==> config.mk <==
export PLATFORM = sky130hd
export DESIGN_NAME = cfr_regs
export DESIGN_NICKNAME = d
export VERILOG_FILES = /design/src/verilog/cfr_pkg.sv /design/src/verilog/cfr_regs.sv
export SDC_FILE = /design/constraint.sdc
export NUM_CORES = 1
export LEC_CHECK = 0
export BUFFER_PORTS_ARGS = -buffer_cell sky130_fd_sc_hd__buf_2
export CORE_UTILIZATION = 53
export DETAILED_ROUTE_END_ITERATION = 10
export PLACE_DENSITY = 0.8
export SETUP_SLACK_MARGIN = 0.2
export SLEW_MARGIN = 20
export SYNTH_ARGS = -nofsm -noshare
export SYNTH_HDL_FRONTEND = slang
export SYNTH_SLANG_ARGS = --single-unit
==> constraint.sdc <==
create_clock -name core_clk -period 2.01 [get_ports core_clk]
set_clock_uncertainty 0.1 [all_clocks]
set_input_delay 0.1005 -clock core_clk [delete_from_list [all_inputs] [get_ports core_clk]]
set_output_delay 0.1005 -clock core_clk [all_outputs]
set_load 0.05 [all_outputs]
==> src/verilog/cfr_pkg.sv <==
// Package for the CAN FD control and status register bank.
// Assumes one 200 MHz clock and a 32-bit Avalon-MM slave port.
package cfr_pkg;

  // ----------------------------------------------------------------
  // Register word offsets (byte addresses)
  // ----------------------------------------------------------------
  localparam logic [4:0] OFS_IO_PIN_CONTROL       = 5'h00;
  localparam logic [4:0] OFS_COMMAND_CHECK_STATUS = 5'h04;
  localparam logic [4:0] OFS_RAM_PROTECT_CONTROL  = 5'h08;
  localparam logic [4:0] OFS_RAM_PROTECT_STATUS   = 5'h0C;
  localparam logic [4:0] OFS_CAN_MODULE_CONTROL   = 5'h10;

  // ----------------------------------------------------------------
  // Field positions
  // ----------------------------------------------------------------
  localparam int IO_PM1      = 25;
  localparam int IO_PM0      = 24;
  localparam int IO_GP1_OUTPUT_LATCH     = 9;
  localparam int IO_GP0_OUTPUT_LATCH     = 8;
  localparam int IO_STBY_EN  = 6;
  localparam int IO_DIR1     = 1;
  localparam int IO_DIR0     = 0;
  localparam int CK_FMT_IE   = 25;
  localparam int CK_SUM_IE   = 24;
  localparam int CK_FMT_F    = 17;
  localparam int CK_SUM_F    = 16;
  localparam int RP_PAR_LO   = 8;
  localparam int RP_DED_IE   = 2;
  localparam int RP_SEC_IE   = 1;
  localparam int RP_EN       = 0;
  localparam int RS_ADDR_LO  = 16;
  localparam int RS_DED_F    = 2;
  localparam int RS_SEC_F    = 1;
  localparam int CC_BWS_LO   = 28;
  localparam int CC_ABORT    = 27;
  localparam int CC_REQ_LO   = 24;
  localparam int CC_STAT_LO  = 21;
  localparam int CC_TXQ      = 20;
  localparam int CC_TX_EVENT_STORE_ENABLE     = 19;
  localparam int CC_SERR     = 18;
  localparam int CC_GATEWAY_ESI_MODE    = 17;
  localparam int CC_RTX      = 16;
  localparam int CC_RATE_SWITCH_DISABLE   = 12;
  localparam int CC_BUSY     = 11;
  localparam int CC_WFT_LO   = 9;
  localparam int CC_WAKE_LINE_FILTER_ENABLE   = 8;
  localparam int CC_PXE      = 6;
  localparam int CC_ISOCRC   = 5;
  localparam int CC_NET_LO   = 0;

  // ----------------------------------------------------------------
  // Writable masks and reset values
  // ----------------------------------------------------------------
  localparam logic [31:0] IO_RST      = 32'h0300_0003;
  localparam logic [31:0] IO_WMASK    = 32'h0300_0343;
  localparam logic [31:0] RP_WMASK    = 32'h0000_7F07;
  // Configuration-only bits of the control word
  localparam logic [31:0] CC_CFG_MASK = 32'h001F_017F;
  localparam logic [31:0] CC_ANY_MASK = 32'hFF00_1600;
  localparam logic [31:0] CC_RST      = 32'h0498_0760;

  // ----------------------------------------------------------------
  // Operating modes
  // ----------------------------------------------------------------
  typedef enum logic [2:0] {
    MODE_NORMAL_FD  = 3'h0,
    MODE_SLEEP      = 3'h1,
    MODE_INT_LOOP   = 3'h2,
    MODE_LISTEN     = 3'h3,
    MODE_CONFIG     = 3'h4,
    MODE_EXT_LOOP   = 3'h5,
    MODE_CLASSIC    = 3'h6,
    MODE_RESTRICTED = 3'h7
  } cfr_mode_e;

  // Abort sequencer states
  typedef enum logic [1:0] {
    AB_IDLE = 2'b01,
    AB_WAIT = 2'b10
  } cfr_abort_e;

  // Controls to the CAN core
  typedef struct packed {
    logic       tx_queue_enable;
    logic       tx_event_store_enable;
    logic       gateway_esi_mode;
    logic       limit_retransmissions;
    logic       rate_switch_disable;
    logic [1:0] wake_filter_time;
    logic       wake_line_filter_enable;
    logic       protocol_exception_disable;
    logic       standard_fd_checksum_enable;
    logic       abort_all_tx;
    logic [2:0] mode;
  } cfr_core_ctrl_s;

  // Events and state from the CAN core and RAM
  typedef struct packed {
    logic        cmd_format_err;
    logic        checksum_err;
    logic [15:0] checksum_rx;
    logic        ram_double_err;
    logic        ram_single_fix;
    logic [11:0] ram_addr;
    logic        abort_done;
    logic        busy;
    logic        system_error;
  } cfr_core_stat_s;

  // Whole module state
  typedef struct packed {
    logic [31:0]    io;
    logic [31:0]    ck;
    logic [31:0]    rp;
    logic [31:0]    rs;
    logic [31:0]    cc;
    cfr_abort_e     ab;
    logic [31:0]    rdata;
    logic           rvalid;
    logic           wait_n;
    logic [1:0]     gp_out;
    logic [1:0]     gp_oe_n;
    logic           stby_out;
    logic           stby_oe_n;
    logic           irq_cmd;
    logic           irq_ram;
    logic [6:0]     ram_parity;
    logic           ram_ecc_en;
    cfr_core_ctrl_s ctrl;
  } cfr_state_s;

endpackage : cfr_pkg

==> src/verilog/cfr_regs.sv <==
// Control and status register bank of a CAN FD controller.
// Assumes an Avalon-MM master on core_clk and a CAN core that
// reports events as one-cycle pulses.
`timescale 1ns/10ps
`default_nettype none

// Notes on behaviour
// - GP pin driven high or low from its output latch bits 9 and 8.
// - Standby pin controlled only while enable bit 6 is set.
// - Direction 1 is input, 0 output; mode select 0 forces output.
// - Checksum mismatch captures 16-bit received value, reset zero.
// - Bit 0 enables RAM correction; off, parity field goes to RAM.
// - Separate enables for double error and single fix interrupts.
// - Three-bit mode status reports current mode, config at reset.
// - Configuration-only bits change only in configuration mode.
// - Queue enable bit 20 enables transmit queue.
// - Event-store bit 19 saves transmitted messages.
// - System error goes to listen-only if bit 18, else restricted.
// - Bit 17 selects gateway ESI behaviour.
// - Bit 16 limits retransmissions using FIFO attempt setting.
// - Bit 12 disables bit rate switching regardless of message.
// - Busy bit 11 shows module transmitting or receiving.
// - Bit 8 enables wake filter, bits 10-9 pick its time.
// - Bit 6 makes protocol exception a form error.
// - Bit 5 selects standard FD checksum with stuff count.
module cfr_regs
  import cfr_pkg::*;
(
  // Clock and reset
  input  wire logic           core_clk,
  input  wire logic           rst,
  // Avalon-MM slave
  input  wire logic [4:0]     avs_address,
  input  wire logic           avs_read,
  input  wire logic           avs_write,
  input  wire logic [31:0]    avs_writedata,
  input  wire logic [3:0]     avs_byteenable,
  output logic [31:0]         avs_readdata,
  output logic                avs_readdatavalid,
  output logic                avs_waitrequest,
  // General purpose pins
  input  wire logic [1:0]     gp_in,
  output logic [1:0]          gp_out,
  output logic [1:0]          gp_oe_n,
  // Transceiver standby pin
  input  wire logic           stby_req,
  output logic                transceiver_standby_pin,
  output logic                stby_oe_n,
  // Interrupt requests to the pin logic
  output logic                irq_cmd,
  output logic                irq_ram,
  // RAM protection
  output logic [6:0]          ram_parity,
  output logic                ram_ecc_en,
  // CAN core
  input  wire cfr_core_stat_s core_stat,
  output cfr_core_ctrl_s      core_ctrl
);

  // ----------------------------------------------------------------
  // Helpers
  // ----------------------------------------------------------------
  function automatic logic [31:0] be_mask(input logic [3:0] be);
    be_mask = {{8{be[3]}}, {8{be[2]}}, {8{be[1]}}, {8{be[0]}}};
  endfunction : be_mask

  function automatic logic [31:0] merge(
    input logic [31:0] old_v,
    input logic [31:0] new_v,
    input logic [31:0] msk
  );
    merge = (old_v & ~msk) | (new_v & msk);
  endfunction : merge

  // Sticky flag: set wins, clear by writing zero
  function automatic logic sticky(
    input logic cur,
    input logic set,
    input logic wr,
    input logic wbit
  );
    sticky = set | (cur & ~(wr & ~wbit));
  endfunction : sticky

  // ----------------------------------------------------------------
  // State
  // ----------------------------------------------------------------
  cfr_state_s s_q;
  cfr_state_s s_d;

  logic [31:0] wm;
  logic        acc;
  logic        wr;
  logic        wr_io;
  logic        wr_ck;
  logic        wr_rp;
  logic        wr_rs;
  logic        wr_cc;
  logic        in_cfg;
  logic [2:0]  cur_mode;
  logic [2:0]  req_mode;
  logic [31:0] cc_m;

  always_comb
  begin
    s_d      = s_q;
    wm       = be_mask(avs_byteenable);
    acc      = (avs_read | avs_write) & s_q.wait_n;
    wr       = avs_write & acc;
    wr_io    = wr & (avs_address == OFS_IO_PIN_CONTROL);
    wr_ck    = wr & (avs_address == OFS_COMMAND_CHECK_STATUS);
    wr_rp    = wr & (avs_address == OFS_RAM_PROTECT_CONTROL);
    wr_rs    = wr & (avs_address == OFS_RAM_PROTECT_STATUS);
    wr_cc    = wr & (avs_address == OFS_CAN_MODULE_CONTROL);
    cur_mode = s_q.cc[CC_STAT_LO +: 3];
    req_mode = s_q.cc[CC_REQ_LO +: 3];
    in_cfg   = (cur_mode == MODE_CONFIG);

    // --------------------------------------------------------------
    // Bus handshake: one wait cycle, then answer
    // --------------------------------------------------------------
    s_d.wait_n = (avs_read | avs_write) & ~s_q.wait_n;
    s_d.rvalid = avs_read & acc;
    if (avs_read & acc)
    begin
      unique case (avs_address)
        OFS_IO_PIN_CONTROL:       s_d.rdata = s_q.io;
        OFS_COMMAND_CHECK_STATUS: s_d.rdata = s_q.ck;
        OFS_RAM_PROTECT_CONTROL:  s_d.rdata = s_q.rp;
        OFS_RAM_PROTECT_STATUS:   s_d.rdata = s_q.rs;
        OFS_CAN_MODULE_CONTROL:   s_d.rdata = s_q.cc;
        default:                  s_d.rdata = 32'h0000_0000;
      endcase
    end

    // --------------------------------------------------------------
    // Pin control register
    // --------------------------------------------------------------
    if (wr_io)
    begin
      s_d.io = merge(s_q.io, avs_writedata, wm & IO_WMASK);
    end
    // Input level shown in bits 17:16
    s_d.io[IO_GP0_OUTPUT_LATCH + 8 +: 2] = gp_in;

    // --------------------------------------------------------------
    // Command check register
    // --------------------------------------------------------------
    if (wr_ck)
    begin
      s_d.ck[CK_FMT_IE] = wm[CK_FMT_IE] ? avs_writedata[CK_FMT_IE]
                                        : s_q.ck[CK_FMT_IE];
      s_d.ck[CK_SUM_IE] = wm[CK_SUM_IE] ? avs_writedata[CK_SUM_IE]
                                        : s_q.ck[CK_SUM_IE];
    end
    s_d.ck[CK_FMT_F] = sticky(s_q.ck[CK_FMT_F], core_stat.cmd_format_err,
                              wr_ck & wm[CK_FMT_F],
                              avs_writedata[CK_FMT_F]);
    s_d.ck[CK_SUM_F] = sticky(s_q.ck[CK_SUM_F], core_stat.checksum_err,
                              wr_ck & wm[CK_SUM_F],
                              avs_writedata[CK_SUM_F]);
    if (core_stat.checksum_err)
    begin
      s_d.ck[15:0] = core_stat.checksum_rx;
    end

    // --------------------------------------------------------------
    // RAM protection registers
    // --------------------------------------------------------------
    // enable and parity writable
    if (wr_rp)
    begin
      s_d.rp = merge(s_q.rp, avs_writedata, wm & RP_WMASK);
    end
    s_d.rs[RS_DED_F] = sticky(s_q.rs[RS_DED_F], core_stat.ram_double_err,
                              wr_rs & wm[RS_DED_F],
                              avs_writedata[RS_DED_F]);
    s_d.rs[RS_SEC_F] = sticky(s_q.rs[RS_SEC_F], core_stat.ram_single_fix,
                              wr_rs & wm[RS_SEC_F],
                              avs_writedata[RS_SEC_F]);
    if (core_stat.ram_double_err | core_stat.ram_single_fix)
    begin
      s_d.rs[RS_ADDR_LO +: 12] = core_stat.ram_addr;
    end

    // --------------------------------------------------------------
    // CAN module control word
    // --------------------------------------------------------------
    // configuration-only bits gated by mode
    cc_m = wm & (CC_ANY_MASK | (in_cfg ? CC_CFG_MASK : 32'h0000_0000));
    if (wr_cc)
    begin
      s_d.cc = merge(s_q.cc, avs_writedata, cc_m);
    end
    unique case (s_q.ab)
      AB_IDLE:
        if (s_q.cc[CC_ABORT])
        begin
          s_d.ab = AB_WAIT;
        end
      AB_WAIT:
        if (core_stat.abort_done)
        begin
          s_d.cc[CC_ABORT] = 1'b0;
          s_d.ab           = AB_IDLE;
        end
      default:
        s_d.ab = AB_IDLE;
    endcase
    if (core_stat.system_error)
    begin
      s_d.cc[CC_REQ_LO +: 3] = s_q.cc[CC_SERR] ? MODE_LISTEN
                                               : MODE_RESTRICTED;
    end
    // status follows request one cycle later
    s_d.cc[CC_STAT_LO +: 3] = req_mode;
    s_d.cc[CC_BUSY] = core_stat.busy;

    // --------------------------------------------------------------
    // Pins and outputs
    // --------------------------------------------------------------
    // latch drives pin level
    s_d.gp_out = {s_q.io[IO_GP1_OUTPUT_LATCH], s_q.io[IO_GP0_OUTPUT_LATCH]};
    // input only with pin mode selected
    s_d.gp_oe_n = {s_q.io[IO_PM1] & s_q.io[IO_DIR1],
                   s_q.io[IO_PM0] & s_q.io[IO_DIR0]};
    s_d.stby_out  = s_q.io[IO_STBY_EN] & stby_req;
    s_d.stby_oe_n = ~s_q.io[IO_STBY_EN];
    s_d.irq_cmd = (s_q.ck[CK_FMT_IE] & s_q.ck[CK_FMT_F]) |
                  (s_q.ck[CK_SUM_IE] & s_q.ck[CK_SUM_F]);
    s_d.irq_ram = (s_q.rp[RP_DED_IE] & s_q.rs[RS_DED_F]) |
                  (s_q.rp[RP_SEC_IE] & s_q.rs[RS_SEC_F]);
    // parity used when correction is off
    s_d.ram_ecc_en = s_q.rp[RP_EN];
    s_d.ram_parity = s_q.rp[RP_PAR_LO +: 7];
    s_d.ctrl.tx_queue_enable = s_q.cc[CC_TXQ];
    s_d.ctrl.tx_event_store_enable = s_q.cc[CC_TX_EVENT_STORE_ENABLE];
    s_d.ctrl.gateway_esi_mode = s_q.cc[CC_GATEWAY_ESI_MODE];
    s_d.ctrl.limit_retransmissions = s_q.cc[CC_RTX];
    s_d.ctrl.rate_switch_disable = s_q.cc[CC_RATE_SWITCH_DISABLE];
    s_d.ctrl.wake_filter_time        = s_q.cc[CC_WFT_LO +: 2];
    s_d.ctrl.wake_line_filter_enable = s_q.cc[CC_WAKE_LINE_FILTER_ENABLE];
    s_d.ctrl.protocol_exception_disable = s_q.cc[CC_PXE];
    s_d.ctrl.standard_fd_checksum_enable = s_q.cc[CC_ISOCRC];
    s_d.ctrl.abort_all_tx = s_q.cc[CC_ABORT];
    s_d.ctrl.mode         = cur_mode;
  end

  // ----------------------------------------------------------------
  // State register
  // ----------------------------------------------------------------
  always_ff @(posedge core_clk)
  begin
    if (rst)
    begin
      s_q            <= '0;
      s_q.io         <= IO_RST;
      s_q.cc         <= CC_RST;
      s_q.ab         <= AB_IDLE;
      s_q.gp_oe_n    <= 2'h0;
      s_q.stby_oe_n  <= 1'b1;
      s_q.ctrl.mode  <= MODE_CONFIG;
    end
    else
    begin
      s_q <= s_d;
    end
  end

  assign avs_readdata            = s_q.rdata;
  assign avs_readdatavalid       = s_q.rvalid;
  assign avs_waitrequest         = ~s_q.wait_n;
  assign gp_out                  = s_q.gp_out;
  assign gp_oe_n                 = s_q.gp_oe_n;
  assign transceiver_standby_pin = s_q.stby_out;
  assign stby_oe_n               = s_q.stby_oe_n;
  assign irq_cmd                 = s_q.irq_cmd;
  assign irq_ram                 = s_q.irq_ram;
  assign ram_parity              = s_q.ram_parity;
  assign ram_ecc_en              = s_q.ram_ecc_en;
  assign core_ctrl               = s_q.ctrl;

endmodule : cfr_regs

`default_nettype wire

==> reports/qor.yml, run 1 <==
ir_drop_uv: 582
hpwl_um: 9940
synth.avg_cell_area_um2: 9.22
critical-path-max-stage-delay_ps: 580
ys_top_cells_by_area: "dfxtp_1, mux2i_1, buf_4"
die_h_um: 107
dr.first_iter.drc_count: 422
grt_use_met2: 0.476
diodes: 0
hold_violations: 0
antenna_found_initial: 0
grt_max_degree: 99
ys_top_cells_by_count: "dfxtp_1, nor2_1, buf_4"
yosysTopAreaCellShare: 0.502
crit_family: "simple AND/OR/NAND/NOR gates"
async_reset_ff_frac: 0
slowest_stage: "or4b_4"
cap_violations: 0
cts_buffers: 17
synth_seq_area_share: 0.502
dr.pass1.iters: 7
drc_errors: 0
clock_path_buffers: 2
netlist_instances: 636
grt.met3_usage: 0.0766
pre_cts_ws_ps: 8.35
powerDensity_nw_per_um2: 867
via_count: 5301
clock-root-buffer: "clkbuf_8"
syn-num-nets: 719
status: "finished, final reports clean"
num_io_pins: 147
tns_ps: 0
worstPathMaxFanout: 7
synth_edf_count: 0
globalRoute.busiestLayer: "met2"
slew_headroom: 0.351
setup_viol: 0
ys_ff_latch: 147
first_global_vias: 5210
syn_area_um2: 5860
die-area_um2: 11500
area_growth_pct: 33.0
synth_cell_types: 41
hold_class: "in -> reg"
rsz0062_at_grt: "true"
required_ps: 2320
worst_pin_slew_ps: 973
clk_pin_slew_worst_paths_ps: 60
track_usage: 0.292
antenna_left: 0
yosysMostFrequentCell: "dfxtp_1"
period_needed_ps: 1800
start_kind: "flip-flop"
start_util: 0.543
routedWlPerCell_um: 17.7
post-route-period-util: 0.897
whs_ps: 39.2
die_w_um: 107
via_per_inst: 5.54
grt_pass1_wl_um: 25600
met1_usage: 0.337
path_buf_inv: 0
core_um2: 10800
drt-total-wl_um: 16900
io_buffers: 141
drv_slew: 0
globalplace.congestion: 0.864
cts_sinks: 147
synth.yosys.warnings: 0
synthFlopType: "dfxtp_1"
fmax_mhz: 555
overflow: 0
cts_tree: "yes"
fin_ws_ps: 208
yosysTopAreaCell: "dfxtp_1"
r2r_slack_ps: 210
worstSetupPathType: "reg -> reg"
ctsHtreeMaxLevel: 4
path_cells: "nor4bb_4 > or4b_4 > a211o_1"
clk_latency_ps: 520
end_kind: "flip-flop"
p_leak_nw: 3.49
nNetsFinal: 887
rows: 38
drive_gt1_frac: 0.263
critPathArrivalTime_ps: 2110
==> routing by layer <==
layer | vias up | share of wire
li1 | 2466 | -
met1 | 2504 | 0.39
met2 | 267 | 0.48
met5 | - | 0
met3 | 64 | 0.080
met4 | 0 | 0.050
==> final timing paths <==
| check | cells past startpoint | startpoint | endpoint |
|---|---|---|---|
| worst max-delay path | 3 | cur_mode[0] | flip-flop |
| worst min-delay path | 4 | avs_byteenable[1] | flip-flop |
| worst max register to register | 3 | cur_mode[0] | flip-flop |
| worst min register to register | 1 | flip-flop | stby_oe_n |
==> tightest hold or removal path, delay by kind of cell <==
family,cells,cell delay (ps)
simple gates,3,450
buf+inv,1,80
==> layout by cell type, fill, tap and decap left out, types with 5 or more instances in the layout <==
cell type      synthesis  layout
dlygate4sd3_1          0      80
a21oi_1               30      30
nor2_1                65      64
a22oi_1               13      13
buf_2                  6     140
clkbuf_16              0      16
a221oi_1               7       7
a211o_1                8       8
nand2_1               57      56
nand3_1               21      21
buf_4                 58      26
dfxtp_1              147     145
o21ai_0               22      22
nor3_1                 6       6
mux2i_1               44      44
nor2b_1               32      32
inv_1                 11      11
a32oi_1                7       7
or2_2                  5       5
and2_1                 5       6
and3_1                20      18
==> final cells by class <==
type / count / area (um2)
Inverter: 11 / 41.3
Multi-Input combinational cell: 381 / 2340
Clock buffer: 23 / 467
Clock inverter: 9 / 128
Timing Repair Buffer: 246 / 1700
Tap cell: 140 / 175
Sequential cell: 147 / 2950
Fill cell: 746 / 2990
==> report_power, final <==
part / total, W / leakage [nW] / internal [W] / switching (W)
clock network: 0.00316 / 0.284 / 0.00198 / 0.00118
registers: 0.00302 / 1.20 / 0.00298 / 0.0000397
logic: 0.000581 / 2.01 / 0.000264 / 0.000317
==> timing repair <==
| action | CTS | global route |
|---|---|---|
| hold buffers | 80 | 0 |
| endpoints found under the setup margin | 26 | 27 |
| buffers inserted | 0 | 0 |
| cloned | 0 | 2 |
| pin swaps | 1 | 4 |
| hold endpoints to repair | 97 | 0 |
| gates resized for setup | 4 | 7 |
==> cells by family after synthesis <==
kind of cell / Yosys count / synth area share
multiplexers: 46 / 0.0790
flip-flops: 147 / 0.502
AO/OA/AOI/OAI: 97 / 0.109
buffers and inverters: 110 / 0.109
AND/OR/NAND/NOR: 236 / 0.201
==> metrics by stage <==
| step | area (um2) | instances | utilization | total power, W |
|---|---|---|---|---|
| 2_1_floorplan | 5870 | 636 | - | 0.00334 |
| 3_3_place_gp | 6340 | 843 | 0.588 | 0.00349 |
| 3_5_place_dp | 6340 | 843 | 0.588 | 0.00351 |
| 4_1_cts | 7750 | 955 | 0.718 | 0.00674 |
| 5_1_grt | 7800 | 957 | 0.723 | 0.00698 |
| 6_report | 7800 | 957 | 0.723 | 0.00676 |
(Power assumes the default switching activity.)
==> inputs of run 2 (changes only) <==
--- a/config.mk
+++ b/config.mk
@@ -8,7 +8,7 @@
 export BUFFER_PORTS_ARGS = -buffer_cell sky130_fd_sc_hd__buf_2
 export CORE_UTILIZATION = 53
 export DETAILED_ROUTE_END_ITERATION = 10
-export PLACE_DENSITY = 0.8
+export PLACE_DENSITY_LB_ADDON = 0.2
 export SETUP_SLACK_MARGIN = 0.2
 export SLEW_MARGIN = 20
 export SYNTH_ARGS = -nofsm -noshare
==> reports/qor.yml, run 2 (synthesized netlist as in run 1, its figures left out) <==
globalplace.congestion: 0.887
mostFrequentLayoutCell: "dfxtp_1"
dr.first_iter.drc_count: 363
required_ps: 2350
clock_path_buffers: 2
via_per_inst: 5.48
wl_met3_um: 1120
critPathArrivalTime_ps: 2080
hpwl_um: 10100
end_kind: "flip-flop"
ir_drop_uv: 513
diodes: 0
dr.pass1.iters: 5
setup_viol: 0
num_io_pins: 147
drc_errors: 0
via_count: 5266
p_leak_nw: 3.54
clk_pin_slew_worst_paths_ps: 60
antenna_left: 0
tns_ps: 0
fmax_mhz: 575
drive_gt1_frac: 0.267
die_w_um: 107
clk_latency_ps: 520
cts_sinks: 147
period_needed_ps: 1740
drt-total-wl_um: 16100
slew_headroom: 0.592
p_total_w: 0.00681
powerDensity_nw_per_um2: 868
routedWlPerCell_um: 16.8
post-route-period-util: 0.865
drv_slew: 0
wl_met1_um: 6700
start_util: 0.543
hold_depth: 5
track_usage: 0.288
rows: 38
worstSetupPathType: "in -> reg"
grt_max_degree: 75
r2r_slack_ps: 280
status: "finished, final reports clean"
start_kind: "primary input"
rsz0062_at_grt: "false"
reg2regPathDepth: 3
cts_buffers: 17
core_um2: 10800
overflow: 0
clock-root-buffer: "clkbuf_8"
die_h_um: 107
io_buffers: 141
final_core_util: 0.727
die-area_um2: 11500
dr_wl_met2_um: 7770
hold_class: "in -> reg"
area_growth_pct: 33.9
top_layer: "met4"
cts_tree: "yes"
antenna_found_initial: 0
grt_pass1_wl_um: 25100
first_global_vias: 5149
worstPathMaxFanout: 19
hold_violations: 0
ctsHtreeMaxLevel: 4
most-common-layout-cells: "dfxtp_1, buf_2, dlygate4sd3_1, nor2_1, nand2_1"
cap_violations: 0
nNetsFinal: 891
worst_pin_slew_ps: 612
run 2: what timing repair did:
item / in CTS / in global routing
hold buffers: 80 / 0
endpoints found under the hold margin: 92 / 0
setup endpoints to repair: 5 / 34
pin swaps: 0 / 2
resized for setup: 1 / 10
buffers inserted: 0 / 0
run 2: per-layer routing:
layer,track usage,vias up
met2,0.473,260
li1,-,2464
met5,0,-
met3,0.0687,49
met1,0.355,2493
met4,0.138,0
run 2: metrics by stage:
step           instances  cell area (um2)  setup WS, ps  hold slack [ps]
2_1_floorplan        636             5870           224              113
3_3_place_gp         849             6400           135              213
3_5_place_dp         849             6400           108              226
4_1_cts              961             7800           203             2.92
5_1_grt              961             7850           223             49.0
6_report             961             7850           271             17.4
run 2: where the power goes:
| part | total (W) | switching, W | internal [W] |
|---|---|---|---|
| Combinational | 0.000582 | 0.000311 | 0.000271 |
| Clock | 0.00321 | 0.00117 | 0.00204 |
| Sequential | 0.00302 | 0.0000413 | 0.00298 |
| Total | 0.00681 | 0.00152 | 0.00530 |
run 2: layout make-up:
| cell class | count | area, um2 |
|---|---|---|
| Inverter | 11 | 41.3 |
| Multi-Input combinational cell | 379 | 2340 |
| Tap cell | 140 | 175 |
| Clock buffer | 22 | 443 |
| Fill cell | 764 | 2940 |
| Timing Repair Buffer | 252 | 1750 |
| Clock inverter | 10 | 156 |
| Sequential cell | 147 | 2950 |
run 2: final timing paths:
| path | startpoint | endpoint |
|---|---|---|
| setup reg to reg | cur_mode[0] | flip-flop |
| setup / recovery | avs_address[2] | avs_readdata[3] |
| hold reg to reg | flip-flop | stby_oe_n |
| hold / removal | avs_byteenable[2] | s_q[179] |
run 2: worst max-delay path: stages:
cell and delay, ps:
dlygate4sd3_1 540, buf_2 140, buf_4 170, nor4_4 320
and2_1 200, buf_4 260, a221oi_1 140, nor3_1 200
==> inputs of run 3 (changes only) <==
--- a/config.mk
+++ b/config.mk
@@ -6,7 +6,7 @@
 export NUM_CORES = 1
 export LEC_CHECK = 0
 export BUFFER_PORTS_ARGS = -buffer_cell sky130_fd_sc_hd__buf_2
-export CORE_UTILIZATION = 53
+export CORE_UTILIZATION = 48
 export DETAILED_ROUTE_END_ITERATION = 10
 export PLACE_DENSITY_LB_ADDON = 0.2
 export SETUP_SLACK_MARGIN = 0.2
==> constraint.sdc (replaced) <==
create_clock -name core_clk -period 1.6 [get_ports core_clk]
set_clock_uncertainty 0.1 [all_clocks]
set_input_delay 0.08 -clock core_clk [delete_from_list [all_inputs] [get_ports core_clk]]
set_output_delay 0.08 -clock core_clk [all_outputs]
set_load 0.02 [all_outputs]
==> reports/qor.yml, run 3 (synthesized netlist as in run 1, its figures left out) <==
regToRegStartpoint: "cur_mode[1]"
slowest_stage: "or4b_4"
clk_latency_ps: 420
routedWlPerCell_um: 17.0
required_ps: 1800
nNetsFinal: 916
clk_pin_slew_worst_paths_ps: 60
io_buffers: 141
powerDensity_nw_per_um2: 1030
tns_ps: -387
start_kind: "flip-flop"
cts_sinks: 147
drv_slew: 0
area_growth_pct: 44.8
num_io_pins: 147
worstPathMaxFanout: 7
hpwl_um: 10500
rows: 39
antenna_found_initial: 0
rsz0062_at_grt: "true"
antenna_left: 0
hold_violations: 0
end_kind: "flip-flop"
most-common-layout-cells: "dfxtp_1, buf_2, dlygate4sd3_1, nor2_1, nand2_1"
die_w_um: 113
min_from: "avs_address[1]"
track_usage: 0.264
fmax_mhz: 584
clock_path_buffers: 2
critical-path-max-stage-delay_ps: 490
die_h_um: 113
path_cells: "nor4bb_4 > or4b_4 > buf_6 > a211o_1"
start_util: 0.503
core_um2: 11700
drc_errors: 0
crit_family: "simple AND/OR/NAND/NOR gates"
hold_depth: 5
whs_ps: 55.2
drive_gt1_frac: 0.368
dr.pass1.iters: 6
cts_buffers: 17
reg2regPathDepth: 4
ctsHtreeMaxLevel: 4
cap_violations: 0
p_leak_nw: 3.79
first_global_vias: 5194
hold_class: "in -> reg"
via_count: 5284
post-route-period-util: 1.07
setup_viol: 5
pre_cts_ws_ps: -160
ir_drop_uv: 657
r2r_slack_ps: -110
overflow: 0
worst_pin_slew_ps: 629
worstSetupPathType: "reg -> reg"
status: "finished with violations"
via_per_inst: 5.35
drt-total-wl_um: 16800
dr.first_iter.drc_count: 344
slew_headroom: 0.579
cts_tree: "yes"
violations: "setup timing"
die-area_um2: 12700
mostFrequentLayoutCell: "dfxtp_1"
path_buf_inv: 1
period_needed_ps: 1710
globalplace.congestion: 0.834
grt_pass1_wl_um: 25700
critPathArrivalTime_ps: 1920
diodes: 0
clock-root-buffer: "clkbuf_16"
holdPathEnd: "s_q[179]"
grt_max_degree: 71
fin_ws_ps: -112
==> run 3: cell count changes in the layout (fill, tap and decap cells not counted), moves of 7 or more <==
cell	before	now
and3_4	0	7
buf_4	31	45
buf_6	0	20
o21ai_2	0	15
o21ai_0	22	2
dlygate4sd3_1	80	67
==> run 3: per-stage QoR <==
stage / instances / instance area [um2] / power [W] / util
after floorplan: 636 / 5990 / 0.00416 / -
after global placement: 876 / 6700 / 0.00441 / 0.574
after detailed placement: 876 / 6700 / 0.00443 / 0.574
after CTS: 980 / 8220 / 0.00876 / 0.705
after global routing: 988 / 8490 / 0.00904 / 0.728
final: 988 / 8490 / 0.00877 / 0.728
==> run 3: worst reg2reg max path, delay by kind of cell (launching register included) <==
family	cells	cell delay, ps
and+or+nand+nor	2	770
buffers and inverters	1	150
AOI/OAI and AO/OA	1	250
DFF	1	330
==> run 3: repair_timing <==
| action | 4_1_cts | 5_1_grt |
|---|---|---|
| hold endpoints to repair | 82 | 0 |
| hold buffers | 67 | 0 |
| cloned | 3 | 0 |
| pin swaps | 20 | 44 |
| setup endpoints to repair | 63 | 63 |
| buffers inserted | 3 | 8 |
| resized for setup | 69 | 41 |
==> run 3: final cells by class <==
cell class	count	area, um2
fill	820	3180
sequential	147	2950
multi-input combinational	379	2660
timing repair buffer	277	2030
clock buffer	21	470
tap	143	179
clock inverter	10	155
inverter	11	41.3
==> run 3: where the power goes <==
part / internal (W) / switching (W)
combinational: 0.000385 / 0.000377
clock: 0.00271 / 0.00150
sequential: 0.00375 / 0.0000515
total: 0.00684 / 0.00193
==> run 3: worst max path at each step <==
| stage | slack (ps) | end | cells after the start | startpoint |
|---|---|---|---|---|
| 2_1_floorplan | -90 | flip-flop | 4 | cur_mode[0] |
| 3_3_place_gp | -100 | flip-flop | 7 | avs_address[1] |
| 3_5_place_dp | -160 | flip-flop | 7 | avs_address[1] |
| 4_1_cts | -120 | flip-flop | 4 | cur_mode[1] |
| 5_1_grt | -160 | flip-flop | 4 | cur_mode[1] |
| 6_report | -110 | flip-flop | 4 | cur_mode[1] |
==> run 3: metal layers <==
| layer | GRT usage | wire length, um | part of all wire |
|---|---|---|---|
| met5 | 0 | 0 | 0 |
| met1 | 0.322 | 7020 | 0.42 |
| met3 | 0.0610 | 1040 | 0.062 |
| met2 | 0.448 | 8170 | 0.49 |
| met4 | 0.114 | 531 | 0.032 |
